**src/rtl/wire_mode_pkg.sv**
```systemverilog
package wire_mode_pkg;
	// Wire mode encodings
	localparam logic [1:0] MODE_OFF     = 2'h0;
	localparam logic [1:0] MODE_THREE   = 2'h1;
	localparam logic [1:0] MODE_TWO     = 2'h2;
	localparam logic [1:0] MODE_TWO_OVF = 2'h3;
	localparam logic [1:0] MODE_RESET   = 2'h0;
	// Data path geometry
	localparam int         DATA_W       = 8;
	localparam int         DATA_MSB     = 7;
	localparam int         CNT_W        = 4;
	localparam logic [3:0] CNT_MAX      = 4'hF;
	localparam logic [3:0] CNT_RESET    = 4'h0;
	localparam int         FIFO_DEPTH   = 16;
	localparam logic [7:0] SHIFT_RESET  = 8'h00;

	// Port latch and direction bit of one pin
	typedef struct packed {
		logic latch;
		logic dir;
	} port_cfg_s;

	// Drive of one pin
	typedef struct packed {
		logic out;
		logic oe;
		logic pull_up;
	} pin_drive_s;

	localparam pin_drive_s PIN_RESET = 3'h0;

	// Transfer state, one-hot
	typedef enum logic [1:0] {
		ST_IDLE = 2'b01,
		ST_BUSY = 2'b10
	} xfer_e;
endpackage : wire_mode_pkg

```
**src/rtl/byte_fifo.sv**
```systemverilog
`timescale 1ns/1ps
module byte_fifo #(
	parameter int WIDTH = 8,
	parameter int DEPTH = 16
) (
	// Clock and reset
	input  wire logic             clk,
	input  wire logic             nrst,
	input  wire logic             ce,
	// Fill side
	input  wire logic             in_valid,
	input  wire logic [WIDTH-1:0] in_data,
	output logic                  in_ready,
	// Drain side
	output logic                  out_valid,
	output logic [WIDTH-1:0]      out_data,
	input  wire logic             out_ready
);
	localparam int PTR_W = $clog2(DEPTH);
	localparam logic [PTR_W:0] FULL = (PTR_W+1)'(DEPTH);

	logic [WIDTH-1:0] mem [DEPTH];
	logic [PTR_W-1:0] wr_ptr_reg;
	logic [PTR_W-1:0] rd_ptr_reg;
	logic [PTR_W:0]   cnt_reg;
	logic [PTR_W:0]   cnt_next;
	logic             push;
	logic             pop;

	// Output stage is a register, so a read costs one cycle
	assign push     = in_valid && in_ready && ce;
	assign pop      = ce && (cnt_reg != '0) && (!out_valid || out_ready);
	assign cnt_next = cnt_reg + (PTR_W+1)'(push) - (PTR_W+1)'(pop);

	// Storage array
	always_ff @(posedge clk) begin
		if (push) begin
			mem[wr_ptr_reg] <= in_data;
		end
	end

	// Pointers and fill level
	always_ff @(posedge clk or negedge nrst) begin
		if (!nrst) begin
			wr_ptr_reg <= '0;
			rd_ptr_reg <= '0;
			cnt_reg    <= '0;
			in_ready   <= 1'h0;
		end else if (ce) begin
			wr_ptr_reg <= wr_ptr_reg + PTR_W'(push);
			rd_ptr_reg <= rd_ptr_reg + PTR_W'(pop);
			cnt_reg    <= cnt_next;
			in_ready   <= cnt_next != FULL; // Registered from the next count, so full shows in the same cycle it is reached
		end
	end

	// Registered read data
	always_ff @(posedge clk or negedge nrst) begin
		if (!nrst) begin
			out_valid <= 1'h0;
			out_data  <= '0;
		end else if (ce) begin
			if (pop) begin
				out_valid <= 1'h1;
				out_data  <= mem[rd_ptr_reg];
			end else if (out_ready) begin
				out_valid <= 1'h0;
			end
		end
	end
endmodule : byte_fifo

```
**src/rtl/serial_wire_mode_output_control.sv**
```systemverilog
// Overview of operation
// RL1: Wire mode alters outputs only; inputs always clock shifter and counter.
// RL2: Mode zero: serial outputs, clock hold and start detection off; port pins.
// RL3: Three-wire: serial data replaces data pin latch; direction bit still gates drive.
// RL4: Three-wire: data pin as input takes pull-up from its port latch.
// RL5: Three-wire: data-in and clock pins keep normal port behaviour.
// RL6: Three-wire master software toggles clock latch with pin set as output.
// RL7: Modes two and three: data and clock pins are open-drain bidirectional.
// RL8: Two-wire drivers act only while their direction bits are set.
// RL9: Enabled data driver pulls low if shifter output or latch is zero.
// RL10: Enabled clock driver pulls low if latch zero or start hold active.
// RL11: Two-wire start condition holds clock low until start flag cleared.
// RL12: Clearing the start flag releases the start clock hold.
// RL13: Two-wire mode disables pull-ups on data and clock pins.
// RL14: Mode three also holds clock low after counter overflow until flag cleared.
// RL15: Data pin driven from shifter bit seven through output latch.
// RL16: Start flag clears only on a written one; zero leaves it.
// RL17: Overflow flag sets when the counter wraps from fifteen to zero.
// RL18: Reset leaves wire mode zero, pins as plain port pins.
`timescale 1ns/1ps
module serial_wire_mode_output_control
	import wire_mode_pkg::*;
(
	// Clock, reset and enable
	input  wire logic         clk,
	input  wire logic         nrst,
	input  wire logic         ce,
	// Configuration
	input  wire logic [1:0]   wire_mode_select,
	input  wire port_cfg_s    do_cfg,
	input  wire port_cfg_s    sda_cfg,
	input  wire port_cfg_s    scl_cfg,
	// Flag clear strobes, write-one
	input  wire logic         start_flag_clear,
	input  wire logic         ovf_flag_clear,
	// Transmit byte stream
	input  wire logic         tx_valid,
	input  wire logic [7:0]   tx_data,
	output logic              tx_ready,
	// Received bytes and status
	output logic [7:0]        rx_data_reg,
	output logic              rx_strobe_reg,
	output logic              start_detect_flag,
	output logic              count_overflow_flag,
	output logic [3:0]        count_reg,
	// Pins
	input  wire logic         serial_in_pin,
	input  wire logic         serial_clock_pin,
	output pin_drive_s        do_pin_reg,
	output pin_drive_s        sda_pin_reg,
	output pin_drive_s        scl_pin_reg
);
	logic             sda_s1_reg;
	logic             sda_s2_reg;
	logic             sda_d_reg;
	logic             scl_s1_reg;
	logic             scl_s2_reg;
	logic             scl_d_reg;
	logic             scl_edge;
	logic             scl_rise;
	logic             start_cond;
	logic             two_wire;
	logic             wrap;
	logic             hold;
	logic [7:0]       shift_reg;
	logic [7:0]       shift_in;
	logic             out_latch_reg;
	xfer_e            state_reg;
	logic             fifo_valid;
	logic [7:0]       fifo_data;
	logic             load;
	pin_drive_s       do_pin_next;
	pin_drive_s       sda_pin_next;
	pin_drive_s       scl_pin_next;

	// Plain port drive of one pin
	function automatic pin_drive_s port_drive(input port_cfg_s cfg);
		pin_drive_s d;
		d.out     = cfg.latch;
		d.oe      = cfg.dir;
		d.pull_up = !cfg.dir && cfg.latch; // RL4
		return d;
	endfunction : port_drive

	// Transmit bytes wait here; the writer stalls only once all 16 entries are full
	byte_fifo #(
		.WIDTH(DATA_W),
		.DEPTH(FIFO_DEPTH)
	) u_tx_fifo (
		.clk      (clk),
		.nrst     (nrst),
		.ce       (ce),
		.in_valid (tx_valid),
		.in_data  (tx_data),
		.in_ready (tx_ready),
		.out_valid(fifo_valid),
		.out_data (fifo_data),
		.out_ready(load)
	);

	// Pin synchronisers; the second stage and its delayed copy are looked at
	always_ff @(posedge clk or negedge nrst) begin
		if (!nrst) begin
			sda_s1_reg <= 1'h1;
			sda_s2_reg <= 1'h1;
			sda_d_reg  <= 1'h1;
			scl_s1_reg <= 1'h1;
			scl_s2_reg <= 1'h1;
			scl_d_reg  <= 1'h1;
		end else if (ce) begin
			sda_s1_reg <= serial_in_pin;
			sda_s2_reg <= sda_s1_reg;
			sda_d_reg  <= sda_s2_reg;
			scl_s1_reg <= serial_clock_pin;
			scl_s2_reg <= scl_s1_reg;
			scl_d_reg  <= scl_s2_reg;
		end
	end

	// Edge and start detection; edges ignore the mode, start detection is two-wire only
	assign two_wire   = wire_mode_select[1];
	assign scl_edge   = scl_s2_reg ^ scl_d_reg; // RL1
	assign scl_rise   = scl_s2_reg && !scl_d_reg;
	assign start_cond = two_wire && scl_s2_reg && scl_d_reg && sda_d_reg && !sda_s2_reg; // RL2
	assign wrap       = scl_edge && (count_reg == CNT_MAX); // RL17
	assign load       = (state_reg == ST_IDLE) && fifo_valid && ce;
	assign shift_in   = {shift_reg[DATA_MSB-1:0], sda_s2_reg};

	// Counter steps on both clock edges in every mode
	always_ff @(posedge clk or negedge nrst) begin
		if (!nrst) begin
			count_reg <= CNT_RESET;
		end else if (ce && scl_edge) begin
			count_reg <= count_reg + 4'h1; // RL1
		end
	end

	// Shifter: sample on rising edge, load from queue when idle
	always_ff @(posedge clk or negedge nrst) begin
		if (!nrst) begin
			shift_reg <= SHIFT_RESET;
		end else if (ce) begin
			if (load) begin
				shift_reg <= fifo_data;
			end else if (scl_rise) begin
				shift_reg <= shift_in; // RL1
			end
		end
	end

	// Latch open while clock is low, so output moves opposite the sample edge
	always_ff @(posedge clk or negedge nrst) begin
		if (!nrst) begin
			out_latch_reg <= 1'h1;
		end else if (ce && !scl_s2_reg) begin
			out_latch_reg <= shift_reg[DATA_MSB]; // RL15
		end
	end

	// Transfer state; a wrap ends the byte and hands it out
	always_ff @(posedge clk or negedge nrst) begin
		if (!nrst) begin
			state_reg     <= ST_IDLE;
			rx_data_reg   <= SHIFT_RESET;
			rx_strobe_reg <= 1'h0;
		end else if (ce) begin
			rx_strobe_reg <= wrap;
			if (wrap) begin
				// Last bit can arrive on the very edge that wraps the counter
				rx_data_reg <= scl_rise ? shift_in : shift_reg;
			end
			unique case (state_reg)
				ST_IDLE: begin
					if (load) begin
						state_reg <= ST_BUSY;
					end
				end
				ST_BUSY: begin
					if (wrap) begin
						state_reg <= ST_IDLE;
					end
				end
				default: begin
					state_reg <= ST_IDLE;
				end
			endcase
		end
	end

	// Sticky flags; a new event beats a clear in the same cycle
	always_ff @(posedge clk or negedge nrst) begin
		if (!nrst) begin
			start_detect_flag   <= 1'h0;
			count_overflow_flag <= 1'h0;
		end else if (ce) begin
			if (start_cond) begin
				start_detect_flag <= 1'h1; // RL11
			end else if (start_flag_clear) begin
				start_detect_flag <= 1'h0; // RL16
			end
			if (wrap) begin
				count_overflow_flag <= 1'h1; // RL17
			end else if (ovf_flag_clear) begin
				count_overflow_flag <= 1'h0;
			end
		end
	end

	// Clock hold sources in two-wire modes
	assign hold = two_wire && (start_detect_flag // RL12
		|| (wire_mode_select == MODE_TWO_OVF && count_overflow_flag)); // RL14

	// Pin drive selection by wire mode
	always_comb begin
		do_pin_next  = port_drive(do_cfg);
		sda_pin_next = port_drive(sda_cfg); // RL5
		scl_pin_next = port_drive(scl_cfg);
		unique case (wire_mode_select)
			MODE_OFF: begin
				do_pin_next = port_drive(do_cfg); // RL2
			end
			MODE_THREE: begin
				do_pin_next.out = out_latch_reg; // RL3
			end
			MODE_TWO, MODE_TWO_OVF: begin
				// Open-drain: only ever drive low, never pull up
				sda_pin_next.out     = 1'h0; // RL7
				sda_pin_next.oe      = sda_cfg.dir && (!out_latch_reg || !sda_cfg.latch); // RL9
				sda_pin_next.pull_up = 1'h0; // RL13
				scl_pin_next.out     = 1'h0;
				scl_pin_next.oe      = scl_cfg.dir && (!scl_cfg.latch || hold); // RL10
				scl_pin_next.pull_up = 1'h0;
			end
		endcase
	end

	// Registered pin drive; reset leaves every driver off
	always_ff @(posedge clk or negedge nrst) begin
		if (!nrst) begin
			do_pin_reg  <= PIN_RESET; // RL18
			sda_pin_reg <= PIN_RESET;
			scl_pin_reg <= PIN_RESET;
		end else if (ce) begin
			do_pin_reg  <= do_pin_next;
			sda_pin_reg <= sda_pin_next; // RL8
			scl_pin_reg <= scl_pin_next;
		end
	end
endmodule : serial_wire_mode_output_control

```
**config.mk**
```make
export PLATFORM = sky130hd
export DESIGN_NAME = serial_wire_mode_output_control
export DESIGN_NICKNAME = d
export VERILOG_FILES = /design/src/rtl/wire_mode_pkg.sv /design/src/rtl/byte_fifo.sv /design/src/rtl/serial_wire_mode_output_control.sv
export SDC_FILE = /design/constraint.sdc
export NUM_CORES = 1
export LEC_CHECK = 0
export ABC_AREA = 1
export CAP_MARGIN = 20
export CORE_ASPECT_RATIO = 0.75
export CORE_MARGIN = 3
export CORE_UTILIZATION = 43
export CTS_CLUSTER_DIAMETER = 50
export DETAILED_ROUTE_END_ITERATION = 16
export DONT_BUFFER_PORTS = 1
export GPL_ROUTABILITY_DRIVEN = 1
export MAX_ROUTING_LAYER = met4
export SYNTH_ARGS = -nofsm -noshare
export SYNTH_HDL_FRONTEND = slang
export SYNTH_SLANG_ARGS = --single-unit
```
**constraint.sdc**
```tcl
create_clock -name clk -period 2.9 [get_ports clk]
set_input_delay 0.145 -clock clk [delete_from_list [all_inputs] [get_ports clk]]
set_output_delay 0.145 -clock clk [all_outputs]
set_load 0.03 [all_outputs]
```
Word level (Yosys, flattened, before mapping)
Memories as Yosys holds them, arrays and structs flattened. A register that Yosys moved wholly into a read port is not among the register bits.
Cells that the tools add are included.
Storage, ports and cells
  bits of input ports: 24
  word-level logic and storage cells: 107
  memory bits (writable): 128
  register bits: 56
  output and inout port bits: 25
  memories kept: 1
Memories
  u_tx_fifo.mem: words 16, bits a word 8, read ports 1, clocked after Yosys merged registers in 1, write ports 1, line byte_fifo.sv:22  | logic [WIDTH-1:0] mem [DEPTH];
Operators by class
  reductions and logical operators: 47
  bitwise operators: 1
  equality and inequality tests: 9
  mux-type cells: 16
  $add $sub $neg: 5
Operators by type and width (number)
  $logic_and A1 B1 Y1: 21
  $mux W8: 2
  $logic_not A1 Y1: 11
  $reduce_and A2 Y1: 5
  $mux W1: 9
  $add A4 B1 Y4: 2
  $eq A2 B2 Y1 const B: 3
  $mux W3: 2
  $reduce_bool A2 Y1: 3
  $add A5 B1 Y5: 1
  $ne A5 B5 Y1 const B: 1
  $reduce_bool A5 Y1: 1
  $sub A5 B1 Y5: 1
  $add A4 B1 Y4 const B: 1
  $eq A2 B1 Y1 const B: 2
  $eq A4 B4 Y1 const B: 1
  $logic_or A1 B1 Y1: 4
  $mux W2: 2
  $pmux W2 S2: 1
  $reduce_and A3 Y1: 1
  $ne A2 B1 Y1 const B: 1
  $ne A2 B2 Y1 const B: 1
  $reduce_or A2 Y1: 1
  $xor A1 B1 Y1: 1

Depth between registers and ports, before layout
Gate-level depths: netlist (run 1).
  depth after elaboration: 7
  depth in mapped cells: 17
  depth with buffers taken out: 16

By module
From an unflattened synthesis (run 1), not the netlist that was laid out.
Unflattened totals
  cells, all modules: 899
  area, all modules: 8665.8 sq um
Modules (own cells, without submodules)
  byte_fifo: times used 1, area each 6756.5 sq um, seq. area each 4419.2 sq um, cells each 673
  serial_wire_mode_output_control: times used 1, area each 1909.3 sq um, seq. area each 1036.0 sq um, cells each 226

Worst setup path after synthesis (run 1)
Ideal clock, no wire load.
  kind: flip-flop to flip-flop
  start point: reg state_reg[0]
  end point: reg u_tx_fifo.cnt_reg[4]
  path slack: 0.224 ns
  clock period less this slack: 2.676 ns
  cell stages (with the launch flop): 17
  path buffers: 1
  arrival: 2.542 ns
  required time: 2.766 ns
  cells stage by stage: dfstp_2 -> inv_1 -> nor2_2 -> nand3_1 -> buf_4 -> nand2_2 -> nand3_4 -> clkinv_4 -> ha_1 -> inv_1 -> ha_1 -> inv_1 -> fa_1 -> nand3b_1 -> a21o_1 -> nand3_1 -> o21ai_0
Between the ends
  word-level cells in the longest chain between the ends: 6
Ends and longest elaborated chain
  start, declared: line serial_wire_mode_output_control.sv:68  | xfer_e state_reg;
  start signal, assigned: line serial_wire_mode_output_control.sv:163  | state_reg <= ST_IDLE;
  start signal, assigned: line serial_wire_mode_output_control.sv:175  | state_reg <= ST_BUSY;
  start signal, assigned: line serial_wire_mode_output_control.sv:180  | state_reg <= ST_IDLE;
  $eq A2 B1 Y1: line serial_wire_mode_output_control.sv:126  | assign load = (state_reg == ST_IDLE) && fifo_valid && ce;
  $logic_and A1 B1 Y1 (2 in series): line serial_wire_mode_output_control.sv:126
  $logic_or A1 B1 Y1: line byte_fifo.sv:32  | assign pop = ce && (cnt_reg != '0) && (!out_valid || out_ready);
  $logic_and A1 B1 Y1: line byte_fifo.sv:32
  via u_tx_fifo.pop: line byte_fifo.sv:28  | logic pop;
  $sub A5 B1 Y5: line byte_fifo.sv:33  | assign cnt_next = cnt_reg + (PTR_W+1)'(push) - (PTR_W+1)'(pop);
  end signal, assigned: line byte_fifo.sv:52  | cnt_reg <= cnt_next;
  end, declared: line byte_fifo.sv:25  | logic [PTR_W:0] cnt_reg;
The timed path passes the listed nets, and every way through them passes these cells.
A chain may end at the register's enable or synchronous reset.

Worst setup path in the final report (run 1)
  start point: reg u_tx_fifo.cnt_reg[3]
  end point: reg u_tx_fifo.cnt_reg[4]
Between the ends
  word-level cells in the longest chain between the ends: 4
  elaborated cells on any way between the ends: 5
  those cells by class: add/sub (2); reduce/logical (3)
Ends and longest elaborated chain (line)
  $reduce_bool A5 Y1: byte_fifo.sv:32
  $logic_and A1 B1 Y1 (2 in series): byte_fifo.sv:32
  via u_tx_fifo.pop: byte_fifo.sv:28
  $sub A5 B1 Y5: byte_fifo.sv:33
The timed path passes the listed nets, and every way through them passes these cells.

==> results by group, run 1 <==
Worst setup path
  • Worst path bufs/invs: 4
  • Critical R2R Launch: u_tx_fifo.cnt_reg[3]
  • Crit path max-delay cell type: sky130_fd_sc_hd__dfrtp_1
  • CP Launch Type: register
  • CP Max Fanout: 3
  • Biggest cell delay along the critical path: 400 ps
  • Reg2reg setup slack: 240 ps
  • Critical Path Most Common Cell: sky130_fd_sc_hd__inv_1
  • Kind of cell adding the most delay to the critical path: adder cells
  • Number of cells traversed by the worst register-to-register path: 14
  • Worst Path Arrival: 2970 ps
  • Type of element capturing the critical path: register
  • Reg-to-Reg End: u_tx_fifo.cnt_reg[4]
  • CP cell instances: inv_1 -> ha_1 -> nand4_1 -> nand3_4 -> clkinv_4 -> ha_1 -> inv_1 -> ha_2 -> inv_1 -> fa_2 -> nand3b_1 -> a21o_1 -> nand3_1 -> o21ai_0
  • Required time of the worst setup path: 3210 ps
  • Critical Setup Path Class: reg -> reg

Clock network
  • Total clock buffers created by CTS: 17
  • CTS sink cnt: 192
  • CTS HTree Levels: 4
  • Clock-pin slew of the registers on the worst-case setup and hold paths: 70 ps
  • Largest buffer count on any clock path: 2
  • Clock tree from TritonCTS: done
  • Clock root buffer master: sky130_fd_sc_hd__clkbuf_16
  • Clock Latency Late Sink: 430 ps

Timing
  • Final worst-path setup slack: 242 ps
  • Hold violation total from the final report: 0
  • Worst slew margin relative to its limit: 0.467
  • Min Tclk post-route: 2660 ps
  • Worst slew pin tran: 797 ps
  • Achievable clock frequency: 376 MHz
  • Final number of setup-violating endpoints: 0
  • Number of max-slew violations in the final report: 0
  • Clock tree skew after final layout: 9.20 ps
  • Share of the cycle needed by the critical path after routing: 0.917
  • Final total negative setup slack: 0 ps
  • Unrepaired setup endpoints after global routing: no

Run
  • Maximum capacitance violations: 0

Floorplanning
  • Site Rows: 44
  • Effective utilization at floorplan: 0.441
  • IO Count: 49
  • Horiz. Die Dim: 169 microns
  • Die span in y: 128 microns
  • Core ar.: 0.0195 sq mm
  • Die footprint: 0.0217 sq mm

Global routing
  • Total grt overflow: 0
  • Antenna violations before repair: 0
  • Wire length of the first global-routing pass: 29.7 mm
  • GRT Total Usage: 0.182
  • Via count of the first global-routing pass: 5498
  • Largest net degree at the start of global routing: 66

Routing
  • Pre-Repair DR Iteration Count: 5
  • Initial DRC Count: 475
  • Post-route antenna net violation count: 0
  • Vias per Instance: 4.89
  • Number of design rule violations left after detail routing: 0
  • Number of vias after detailed routing: 5715
  • Overall routed net length: 18.5 mm
  • Routed wire per std cell: 15.9 microns

Finish
  • Synthesis-to-finish area growth: 13.1%
  • Reg with most FFs: u_tx_fifo.mem
  • Proportion of layout cells with a drive suffix above 1: 0.0820
  • Largest register FFs: 128
  • Net count of the finished layout: 939
  • Diode insertion count for antenna repair: 0

Placed design
  • Final HPWL from detailed placement: 11.5 mm
  • Count of input and output buffers: 0
  • Pre-CTS WS: 118 ps
  • Gp weighted congestion: 0.789

Power and ir drop
  • Switching Power: 0.00321 W
  • Power share of the sequential group: 0.433
  • Internal portion of total power: 0.00548 W
  • Worst IR Drop VDD: 0.000564 V
  • Switching share of power: 0.370
  • Power density over cell area: 894 mW/mm^2
  • Comb power frac: 0.305
  • Static leakage: 4.28 nW
  • Clock Power Share: 0.262

Run status
  • Outcome: completed

Synth
  • Flops & latches, synth: 192
  • Cell taking the most area after synthesis: sky130_fd_sc_hd__edfxtp_1
  • Yosys cell types: 35
  • Part of the Yosys area used for sequential elements: 0.635
  • Instance count of the mapped netlist: 871
  • Mean instance size in the synthesized netlist: 9.87 sq um
  • Cell types occupying the most area after synthesis: sky130_fd_sc_hd__edfxtp_1 45%, sky130_fd_sc_hd__dfrtp_1 16%, sky130_fd_sc_hd__nand2_1 11%, sky130_fd_sc_hd__nand3_1 6.8%, sky130_fd_sc_hd__inv_1 5.9%
  • Summed instance area of the synthesized netlist: 0.00859 sq mm
  • Number of synthesis warnings: 0
  • Synthesized Nets: 908
  • Portion of synthesized cell area occupied by the leading cell type: 0.447

Min path
  • Worst hold-check path type: in -> reg
  • Hold-critical path depth: 3
  • Hold Path Sink: u_tx_fifo.out_valid
  • Hold Startpoint: ce
==> cell type report <==
class	instances	area (sq um)
multi-input combinational	503	2380
tap	253	317
clock buffer	17	425
fill	1823	9760
sequential	192	5460
clock inverter	15	141
timing repair buffer	49	480
inverter	139	527
==> repair_timing <==
action,4_1_cts,5_1_grt
gates resized for setup,0,5
hold buffers,29,0
hold endpoints to repair,232,0
buffers inserted,0,2
endpoints found under the setup margin,0,2
==> tightest hold or removal path, cell delays in order <==
cell	delay [ps]
sky130_fd_sc_hd__nand3_4	80
sky130_fd_sc_hd__buf_4	160
sky130_fd_sc_hd__nand2_1	60
==> power by group through the flow <==
stage	logic, W	registers [W]	clock network, W
final	0.00265	0.00376	0.00228
after global routing	0.00303	0.00380	0.00242
after CTS	0.00262	0.00376	0.00231
after detailed placement	0.00251	0.00381	0
after global placement	0.00247	0.00381	0
after floorplan	0.00197	0.00374	0
==> kinds of logic after synthesis <==
group	Yosys count	share of synthesized area
xor+xnor	9	0.00917
simple gates	417	0.205
fa+ha+maj	13	0.0198
mux	1	0.00131
flops	192	0.635
buf+inv	176	0.0907
compound gates	63	0.0392
==> worst max-delay path by stage <==
stage,from,to,cells past startpoint,slack [ps]
floorplan,state_reg[0],u_tx_fifo.cnt_reg[4],16,220
global route,u_tx_fifo.cnt_reg[3],u_tx_fifo.cnt_reg[4],14,60
global placement,u_tx_fifo.cnt_reg[3],u_tx_fifo.cnt_reg[4],14,220
CTS,u_tx_fifo.cnt_reg[3],u_tx_fifo.cnt_reg[4],14,80
detailed placement,u_tx_fifo.cnt_reg[3],u_tx_fifo.cnt_reg[4],14,120
finish,u_tx_fifo.cnt_reg[3],u_tx_fifo.cnt_reg[4],14,240
==> layout by cell type (no fill, tap or decap), types with 4 or more instances in the layout <==
| cell | n |
|---|---|
| sky130_fd_sc_hd__a21oi_1 | 13 |
| sky130_fd_sc_hd__buf_4 | 19 |
| sky130_fd_sc_hd__clkbuf_16 | 17 |
| sky130_fd_sc_hd__clkinv_1 | 5 |
| sky130_fd_sc_hd__clkinvlp_4 | 4 |
| sky130_fd_sc_hd__dfrtp_1 | 55 |
| sky130_fd_sc_hd__dfstp_2 | 8 |
| sky130_fd_sc_hd__dlygate4sd3_1 | 27 |
| sky130_fd_sc_hd__edfxtp_1 | 128 |
| sky130_fd_sc_hd__ha_1 | 11 |
| sky130_fd_sc_hd__inv_1 | 134 |
| sky130_fd_sc_hd__nand2_1 | 262 |
| sky130_fd_sc_hd__nand3_1 | 116 |
| sky130_fd_sc_hd__nand4_1 | 4 |
| sky130_fd_sc_hd__nor2_1 | 27 |
| sky130_fd_sc_hd__o21ai_0 | 31 |
| sky130_fd_sc_hd__o21ai_1 | 14 |
| sky130_fd_sc_hd__xor2_1 | 6 |
==> layer usage <==
layer	track usage	wire length (microns)	vias to the layer above
li1	-	-	2879
met1	0.260	9220	2719
met2	0.270	8350	96
met3	0.0316	721	21
met4	0.0519	248	0
met5	-	0	-
==> per-stage QoR <==
step           instances  utilization  total power, W  hold slack, ps  cell area [sq um]
2_1_floorplan        871            -         0.00571            -151               8590
3_3_place_gp        1105        0.452         0.00628            -149               8810
3_5_place_dp        1105        0.452         0.00632            -150               8810
4_1_cts             1166        0.497         0.00870            1.83               9690
5_1_grt             1168        0.499         0.00925            75.7               9720
6_report            1168        0.499         0.00870            54.7               9720
==> Yosys cell counts, drive strengths merged <==
cell    number
a21boi       1
a21o         1
a21oi       13
a22o         1
a31oi        1
buf         32
clkbuf       5
clkinv       2
dfrtp       56
dfstp        8
edfxtp     128
fa           1
ha          12
inv        137
mux2         1
nand2      263
nand3      117
nand3b       1
nand4        5
nor2        30
nor3         1
o21ai       45
o41ai        1
xnor2        3
xor2         6
No activity file was read; power rests on OpenSTA's default activity.
==> run 2: changes to the inputs <==
SETUP_SLACK_MARGIN = 0.4   (was default)
clock period = 2.1 ns   (was 2.9 ns; I/O delays follow)
==> results by group, run 2 (synthesis gave the netlist of run 1 again) <==
Finish
  • Synthesis-to-finish area growth: 20.9%
  • Commonest non-fill, non-tap cells in the layout: 247 x sky130_fd_sc_hd__nand2_1, 129 x sky130_fd_sc_hd__inv_1, 128 x sky130_fd_sc_hd__edfxtp_1
  • Cell area after layout: 0.0104 sq mm (+6.8%)
  • Reg with most FFs: u_tx_fifo.mem
  • Net count of the finished layout: 992 (+5.6%)
  • Most common cell after layout, fill and taps aside: sky130_fd_sc_hd__nand2_1
  • Proportion of layout cells with a drive suffix above 1: 0.160 (+0.0782)
  • Fillcell total: 1755 (-3.7%)
  • Largest register FFs: 128 (unchanged)
  • Diode insertion count for antenna repair: 0 (unchanged)

Routing
  • Pre-Repair DR Iteration Count: 7 (+2)
  • Initial DRC Count: 491 (+3.4%)
  • Post-route antenna net violation count: 0 (unchanged)
  • Vias per Instance: 4.95 (+1.2%)
  • Routed wire per std cell: 16.2 microns (+1.8%)
  • Number of design rule violations left after detail routing: 0 (unchanged)
  • Number of vias after detailed routing: 6045 (+5.8%)
  • Overall routed net length: 19.7 mm (+6.4%)

Run status
  • Violations in the final reports: negative hold slack, negative setup slack
  • Outcome: finished, violations left

Clock network
  • Clock-pin slew of the registers on the worst-case setup and hold paths: 70 ps (about the same)
  • Hold buffer count at cts: 38 (+31%)
  • Total clock buffers created by CTS: 17 (unchanged)
  • Clock root buffer master: sky130_fd_sc_hd__clkbuf_16
  • CTS sink cnt: 192 (unchanged)
  • Clock tree from TritonCTS: done
  • Clock Latency Late Sink: 430 ps (about the same)
  • Largest buffer count on any clock path: 2 (unchanged)
  • CTS HTree Levels: 4 (unchanged)

Placed design
  • Final HPWL from detailed placement: 12.0 mm (+4.1%)
  • Count of input and output buffers: 0 (unchanged)
  • Post-detailed-placement cell area: 0.00906 sq mm (+2.9%)
  • Gp weighted congestion: 0.813 (+3.1%)

Global routing
  • Antenna violations before repair: 0 (unchanged)
  • GRT Total Usage: 0.194 (+0.0127)
  • Wire length of the first global-routing pass: 31.9 mm (+7.4%)
  • Largest net degree at the start of global routing: 65 (-1.5%)
  • Via count of the first global-routing pass: 5886 (+7.1%)
  • Total grt overflow: 0 (unchanged)

Floorplanning
  • Die footprint: 0.0217 sq mm (unchanged)
  • Core ar.: 0.0195 sq mm (unchanged)
  • Effective utilization at floorplan: 0.441 (unchanged)
  • Horiz. Die Dim: 169 microns (unchanged)
  • Die span in y: 128 microns (unchanged)
  • Site Rows: 44 (unchanged)
  • IO Count: 49 (unchanged)

Worst setup path
  • CP Max Fanout: 2 (-1)
  • Required time of the worst setup path: 2430 ps (-780 ps)
  • Worst Path Arrival: 2860 ps (-110 ps)
  • Type of element capturing the critical path: register
  • CP Launch Type: register
  • Critical Setup Path Class: reg -> reg

Timing
  • Hold violation total from the final report: 33 (+33)
  • Worst slew pin tran: 782 ps (-14.5 ps)
  • Unrepaired setup endpoints after global routing: yes
  • Final worst-path setup slack: -433 ps (-675 ps)
  • Clock tree skew after final layout: 10.8 ps (+1.58 ps)
  • Min Tclk post-route: 2530 ps (-125 ps)
  • Number of max-slew violations in the final report: 0 (unchanged)
  • Worst hold-check slack: -239 ps (-294 ps)
  • Final number of setup-violating endpoints: 5 (+5)
  • Share of the cycle needed by the critical path after routing: 1.21 (+0.290)
  • Worst slew margin relative to its limit: 0.477 (+0.00991)
  • Achievable clock frequency: 395 MHz (+4.9%)

Min path
  • Worst hold-check path type: in -> reg

Run
  • Maximum capacitance violations: 0 (unchanged)

Power and ir drop
  • Final total power: 0.0129 W (+48%)
  • Power density over cell area: 1240 mW/mm^2 (+38%)
  • Static leakage: 4.59 nW (+7.0%)
  • Worst IR Drop VDD: 0.000801 V (+42%)
-- run 2: through the flow --
step / instances / setup WS (ps) / util / hold slack [ps] / TNS, ps
after global placement: 1131 / -399 / 0.465 / -189 / -864
after detailed placement: 1131 / -470 / 0.465 / -189 / -1080
final: 1221 / -433 / 0.533 / -239 / -1130
after global routing: 1221 / -565 / 0.533 / -259 / -1700
after floorplan: 871 / -534 / - / -191 / -1430
after CTS: 1214 / -348 / 0.522 / -263 / -669
-- run 2: final cells by class --
class	instances	area, sq um	share of cell area
Clock inverter	13	73.8	0.00710
Sequential cell	192	5460	0.525
Timing Repair Buffer	101	940	0.0904
Multi-Input combinational cell	504	2640	0.254
Inverter	139	527	0.0507
Tap cell	253	317	0.0305
Clock buffer	19	433	0.0417
-- run 2: repair_timing --
action	CTS	global route
gates resized for setup	24	40
buffers inserted	12	7
pin swaps	15	20
gates cloned	1	0
endpoints found under the hold margin	241	33
setup endpoints to repair	20	36
-- run 2: worst paths after layout --
kind | startpoint | to | slack (ps) | cells after the start
worst max register to register | state_reg[0] | u_tx_fifo.in_ready | -430 | 16
min in group asynchronous | nrst | rx_data_reg[4] | 200 | 2
worst max-delay path | state_reg[0] | u_tx_fifo.in_ready | -430 | 16
worst min-delay path | ce | shift_reg[3] | -240 | 1
max in group asynchronous | nrst | sda_s1_reg | 1580 | 2
worst min register to register | scl_s1_reg | scl_s1_reg | 470 | 2
-- run 2: critical path, cell delays in order (launching register included) --
cell and delay, ps:
sky130_fd_sc_hd__dfstp_2 530, sky130_fd_sc_hd__inv_2 50, sky130_fd_sc_hd__nor2_4 120, sky130_fd_sc_hd__nand3_4 90, sky130_fd_sc_hd__nand2_4 80, sky130_fd_sc_hd__nand3_4 90
sky130_fd_sc_hd__clkinv_4 60, sky130_fd_sc_hd__ha_4 180, sky130_fd_sc_hd__inv_2 60, sky130_fd_sc_hd__ha_4 130, sky130_fd_sc_hd__inv_2 40, sky130_fd_sc_hd__fa_2 530
sky130_fd_sc_hd__inv_2 50, sky130_fd_sc_hd__nor3_4 180, sky130_fd_sc_hd__nand3_2 100, sky130_fd_sc_hd__nor2_2 90, sky130_fd_sc_hd__nor2_1 50
-- run 2: routing by layer --
layer  global-route usage  vias to the layer above  part of all wire
met5                    -                        -                 0
met4               0.0495                        0            0.0096
met3               0.0335                       17             0.031
met2                0.281                      106              0.45
met1                0.287                     2939              0.51
li1                     -                     2983                 -
-- run 2: power breakdown --
group | switching (W) | internal, W
logic | 0.00288 | 0.00192
registers | 0.000587 | 0.00460
clock network | 0.00139 | 0.00149
==> run 3: changes to the inputs <==
ABC_AREA = default   (was 1)
CTS_CLUSTER_SIZE = 24   (was default)
==> results by group, run 3 <==
Power and ir drop
  • Static leakage: 3.73 nW (-19%)
  • Worst IR Drop VDD: 0.000626 V (-22%)
  • Power density over cell area: 1310 mW/mm^2 (+6.2%)

Worst setup path
  • Critical R2R Launch: u_tx_fifo.cnt_reg[3]
  • Worst Path Arrival: 2990 ps (+130 ps)
  • Worst path bufs/invs: 5 (unchanged)
  • Critical Path Most Common Cell: sky130_fd_sc_hd__inv_2
  • Biggest cell delay along the critical path: 390 ps (-140 ps)
  • Type of element capturing the critical path: register
  • CP Launch Type: register
  • Number of cells traversed by the worst register-to-register path: 16 (unchanged)
  • CP Max Fanout: 2 (unchanged)
  • CP cell instances: inv_2 -> ha_4 -> inv_2 -> o41ai_4 -> nand2b_4 -> inv_4 -> ha_4 -> inv_2 -> ha_4 -> inv_2 -> fa_2 -> nand2b_4 -> a21oi_4 -> xnor2_2 -> xor2_1 -> a31oi_1
  • Reg2reg setup slack: -590 ps (-150 ps)
  • Critical Setup Path Class: reg -> reg
  • Reg-to-Reg End: u_tx_fifo.in_ready
  • Required time of the worst setup path: 2410 ps (-20 ps)
  • Crit path max-delay cell type: sky130_fd_sc_hd__dfrtp_1
  • Kind of cell adding the most delay to the critical path: adder cells

Timing
  • Achievable clock frequency: 372 MHz (-5.7%)
  • Clock tree skew after final layout: 6.26 ps (-4.51 ps)
  • Share of the cycle needed by the critical path after routing: 1.28 (+0.0726)
  • Hold violation total from the final report: 0 (-100%)
  • Worst slew pin tran: 802 ps (+20.0 ps)
  • Worst hold-check slack: 34.5 ps (+273 ps)
  • Final number of setup-violating endpoints: 9 (+4)
  • Unrepaired setup endpoints after global routing: yes
  • Min Tclk post-route: 2690 ps (+152 ps)
  • Final total negative setup slack: -2290 ps (-1160 ps)
  • Number of max-slew violations in the final report: 0 (unchanged)
  • Worst slew margin relative to its limit: 0.465 (-0.0116)
  • Final worst-path setup slack: -586 ps (-152 ps)

Routing
  • Sum of met3 wire segment lengths after detailed routing: 779 microns (+29%)
  • Pre-Repair DR Iteration Count: 5 (-2)
  • Number of design rule violations left after detail routing: 0 (unchanged)
  • Post-route antenna net violation count: 0 (unchanged)
  • Uppermost metal layer occupied by signal nets: met4
  • Routed wl met2: 7.83 mm (-12%)
  • Number of vias after detailed routing: 4547 (-25%)
  • Wl on met1: 7.97 mm (-20%)
  • Routed wire per std cell: 19.9 microns (+23%)
  • Vias per Instance: 5.40 (+9.1%)
  • Overall routed net length: 16.8 mm (-15%)
  • Initial DRC Count: 339 (-31%)

Placed design
  • Gp weighted congestion: 0.783 (-3.7%)
  • Final HPWL from detailed placement: 10.1 mm (-15%)
  • Count of input and output buffers: 0 (unchanged)

Run
  • Maximum capacitance violations: 0 (unchanged)

Min path
  • Hold-critical path depth: 2 (+1)
  • Hold Startpoint: sda_cfg[1]
  • Hold Path Sink: sda_pin_reg[0]
  • Worst hold-check path type: in -> reg

Finish
  • Reg with most FFs: u_tx_fifo.mem
  • Proportion of layout cells with a drive suffix above 1: 0.348 (+0.188)
  • Commonest non-fill, non-tap cells in the layout: 128 x sky130_fd_sc_hd__edfxtp_1, 55 x sky130_fd_sc_hd__dfrtp_1, 42 x sky130_fd_sc_hd__buf_4
  • Final core occ: 0.566 (+0.0334)
  • Diode insertion count for antenna repair: 0 (unchanged)
  • Net count of the finished layout: 624 (-37%)
  • Most common cell after layout, fill and taps aside: sky130_fd_sc_hd__edfxtp_1
  • Largest register FFs: 128 (unchanged)
  • Synthesis-to-finish area growth: 27.1%

Floorplanning
  • Horiz. Die Dim: 164 microns (-3.3%)
  • IO Count: 49 (unchanged)
  • Effective utilization at floorplan: 0.446 (+0.00477)
  • Die footprint: 0.0203 sq mm (-6.5%)
  • Core ar.: 0.0180 sq mm (-7.8%)
  • Site Rows: 42 (-4.5%)
  • Die span in y: 124 microns (-3.3%)

Clock network
  • CTS HTree Levels: 4 (unchanged)
  • Total clock buffers created by CTS: 17 (unchanged)
  • CTS sink cnt: 192 (unchanged)
  • Clock-pin slew of the registers on the worst-case setup and hold paths: 70 ps (about the same)
  • Largest buffer count on any clock path: 2 (unchanged)
  • Clock root buffer master: sky130_fd_sc_hd__clkbuf_16
  • Clock Latency Late Sink: 430 ps (about the same)
  • Clock tree from TritonCTS: done

Synth
  • Cell types occupying the most area after synthesis: sky130_fd_sc_hd__edfxtp_1 48%, sky130_fd_sc_hd__dfrtp_1 17%, sky130_fd_sc_hd__mux4_1 5.6%, sky130_fd_sc_hd__mux4_2 4.2%, sky130_fd_sc_hd__mux2_2 3.1%
  • Summed instance area of the synthesized netlist: 0.00801 sq mm (-6.8%)
  • Portion of synthesized cell area occupied by the leading cell type: 0.480 (+0.0325)
  • Cell with the most instances after synthesis: sky130_fd_sc_hd__edfxtp_1
  • Top flip-flop cell by instance count after synthesis: sky130_fd_sc_hd__edfxtp_1
  • Yosys cell types: 42 (+20%)
  • Cell taking the most area after synthesis: sky130_fd_sc_hd__edfxtp_1
  • Instance count of the mapped netlist: 496 (-43%)
  • Most frequent cells after synthesis: 128 x sky130_fd_sc_hd__edfxtp_1, 56 x sky130_fd_sc_hd__dfrtp_1, 45 x sky130_fd_sc_hd__nand2_1
  • Mean instance size in the synthesized netlist: 16.2 sq um (+64%)
  • Number of enable flip-flop cells after synthesis: 128 (unchanged)
  • Number of synthesis warnings: 0 (unchanged)
  • Flops & latches, synth: 192 (unchanged)
  • Part of the Yosys area used for sequential elements: 0.681 (+0.0462)
  • Synthesized Nets: 533 (-41%)
  • Share of flip-flops with an asynchronous set or reset: 0.333 (unchanged)

Global routing
  • GRT Total Usage: 0.177 (-0.0179)
  • Total grt overflow: 0 (unchanged)
  • Antenna violations before repair: 0 (unchanged)
  • Wire length of the first global-routing pass: 26.4 mm (-17%)
  • Largest net degree at the start of global routing: 65 (unchanged)
  • Via count of the first global-routing pass: 4621 (-21%)

Run status
  • Violations in the final reports: negative setup slack
  • Outcome: finished, violations left
-- run 3: changes by cell type in the layout (fill, tap and decap cells not counted), sizes merged, moves of 12 or more --
cell,change
inv,-116
mux2,+21
mux2i,+17
nand2,-215
o21ai,-12
mux4,+32
nand3,-113
-- run 3: kinds of logic after synthesis --
kind of cell | Yosys count | share of synthesized area
buffers and inverters | 42 | 0.0315
adders and majority gates | 13 | 0.0212
AOI/OAI and AO/OA | 61 | 0.0417
and+or+nand+nor | 105 | 0.0614
muxes | 71 | 0.150
xor gates and xnor gates | 12 | 0.0131
DFF | 192 | 0.681
-- run 3: worst max-delay path by stage --
stage	startpoint	endpoint	slack, ps	cells after the start
after detailed placement	u_tx_fifo.cnt_reg[2]	u_tx_fifo.in_ready	-840	16
after global placement	u_tx_fifo.cnt_reg[2]	u_tx_fifo.in_ready	-740	16
after floorplan	u_tx_fifo.cnt_reg[3]	u_tx_fifo.in_ready	-830	17
after global routing	u_tx_fifo.cnt_reg[2]	u_tx_fifo.in_ready	-670	16
final	u_tx_fifo.cnt_reg[3]	u_tx_fifo.in_ready	-590	16
after CTS	u_tx_fifo.cnt_reg[3]	u_tx_fifo.in_ready	-520	16
-- run 3: cell type report --
type	instances	area, sq um
fillers	1392	7790
flip-flops and latches	192	5460
multi-input cells	265	2710
repair buffers	94	1040
clock buffers	17	425
well taps	242	303
clock inverters	15	180
inverters	17	66.3
-- run 3: metrics by stage --
step	std cells	worst slack [ps]	area [sq um]	total power [W]
final	842	-586	10200	0.0134
after global routing	842	-675	10200	0.0141
after CTS	827	-523	9990	0.0133
after floorplan	496	-835	8210	0.00814
after detailed placement	747	-836	8670	0.00915
after global placement	747	-745	8670	0.00902
-- run 3: report_power, final --
part | internal, W | switching, W
Sequential | 0.00466 | 0.000788
Combinational | 0.00249 | 0.00217
Clock | 0.00179 | 0.00148
Total | 0.00894 | 0.00443
-- run 3: what timing repair did --
item                                   in CTS  in global routing
endpoints found under the hold margin     244                  0
cloned                                      2                  3
pin swaps                                  17                  8
setup buffers                              16                 12
setup endpoints to repair                 163                105
hold buffers                               30                  0
gates resized for setup                    50                 15
-- run 3: per-layer routing --
layer,up-vias,track usage
li1,2073,-
met1,2364,0.255
met2,96,0.250
met3,14,0.0493
met4,0,0.0433
met5,-,-
-- run 3: worst register-to-register path, delay by kind of cell, from the launching register on --
kind                     cells  cell delay [ps]
flip-flops                   1              390
adder cells (fa/ha/maj)      4              780
XOR/XNOR                     2              300
AND/OR/NAND/NOR              2              370
AO/OA/AOI/OAI                3              470
buffers and inverters        5              250
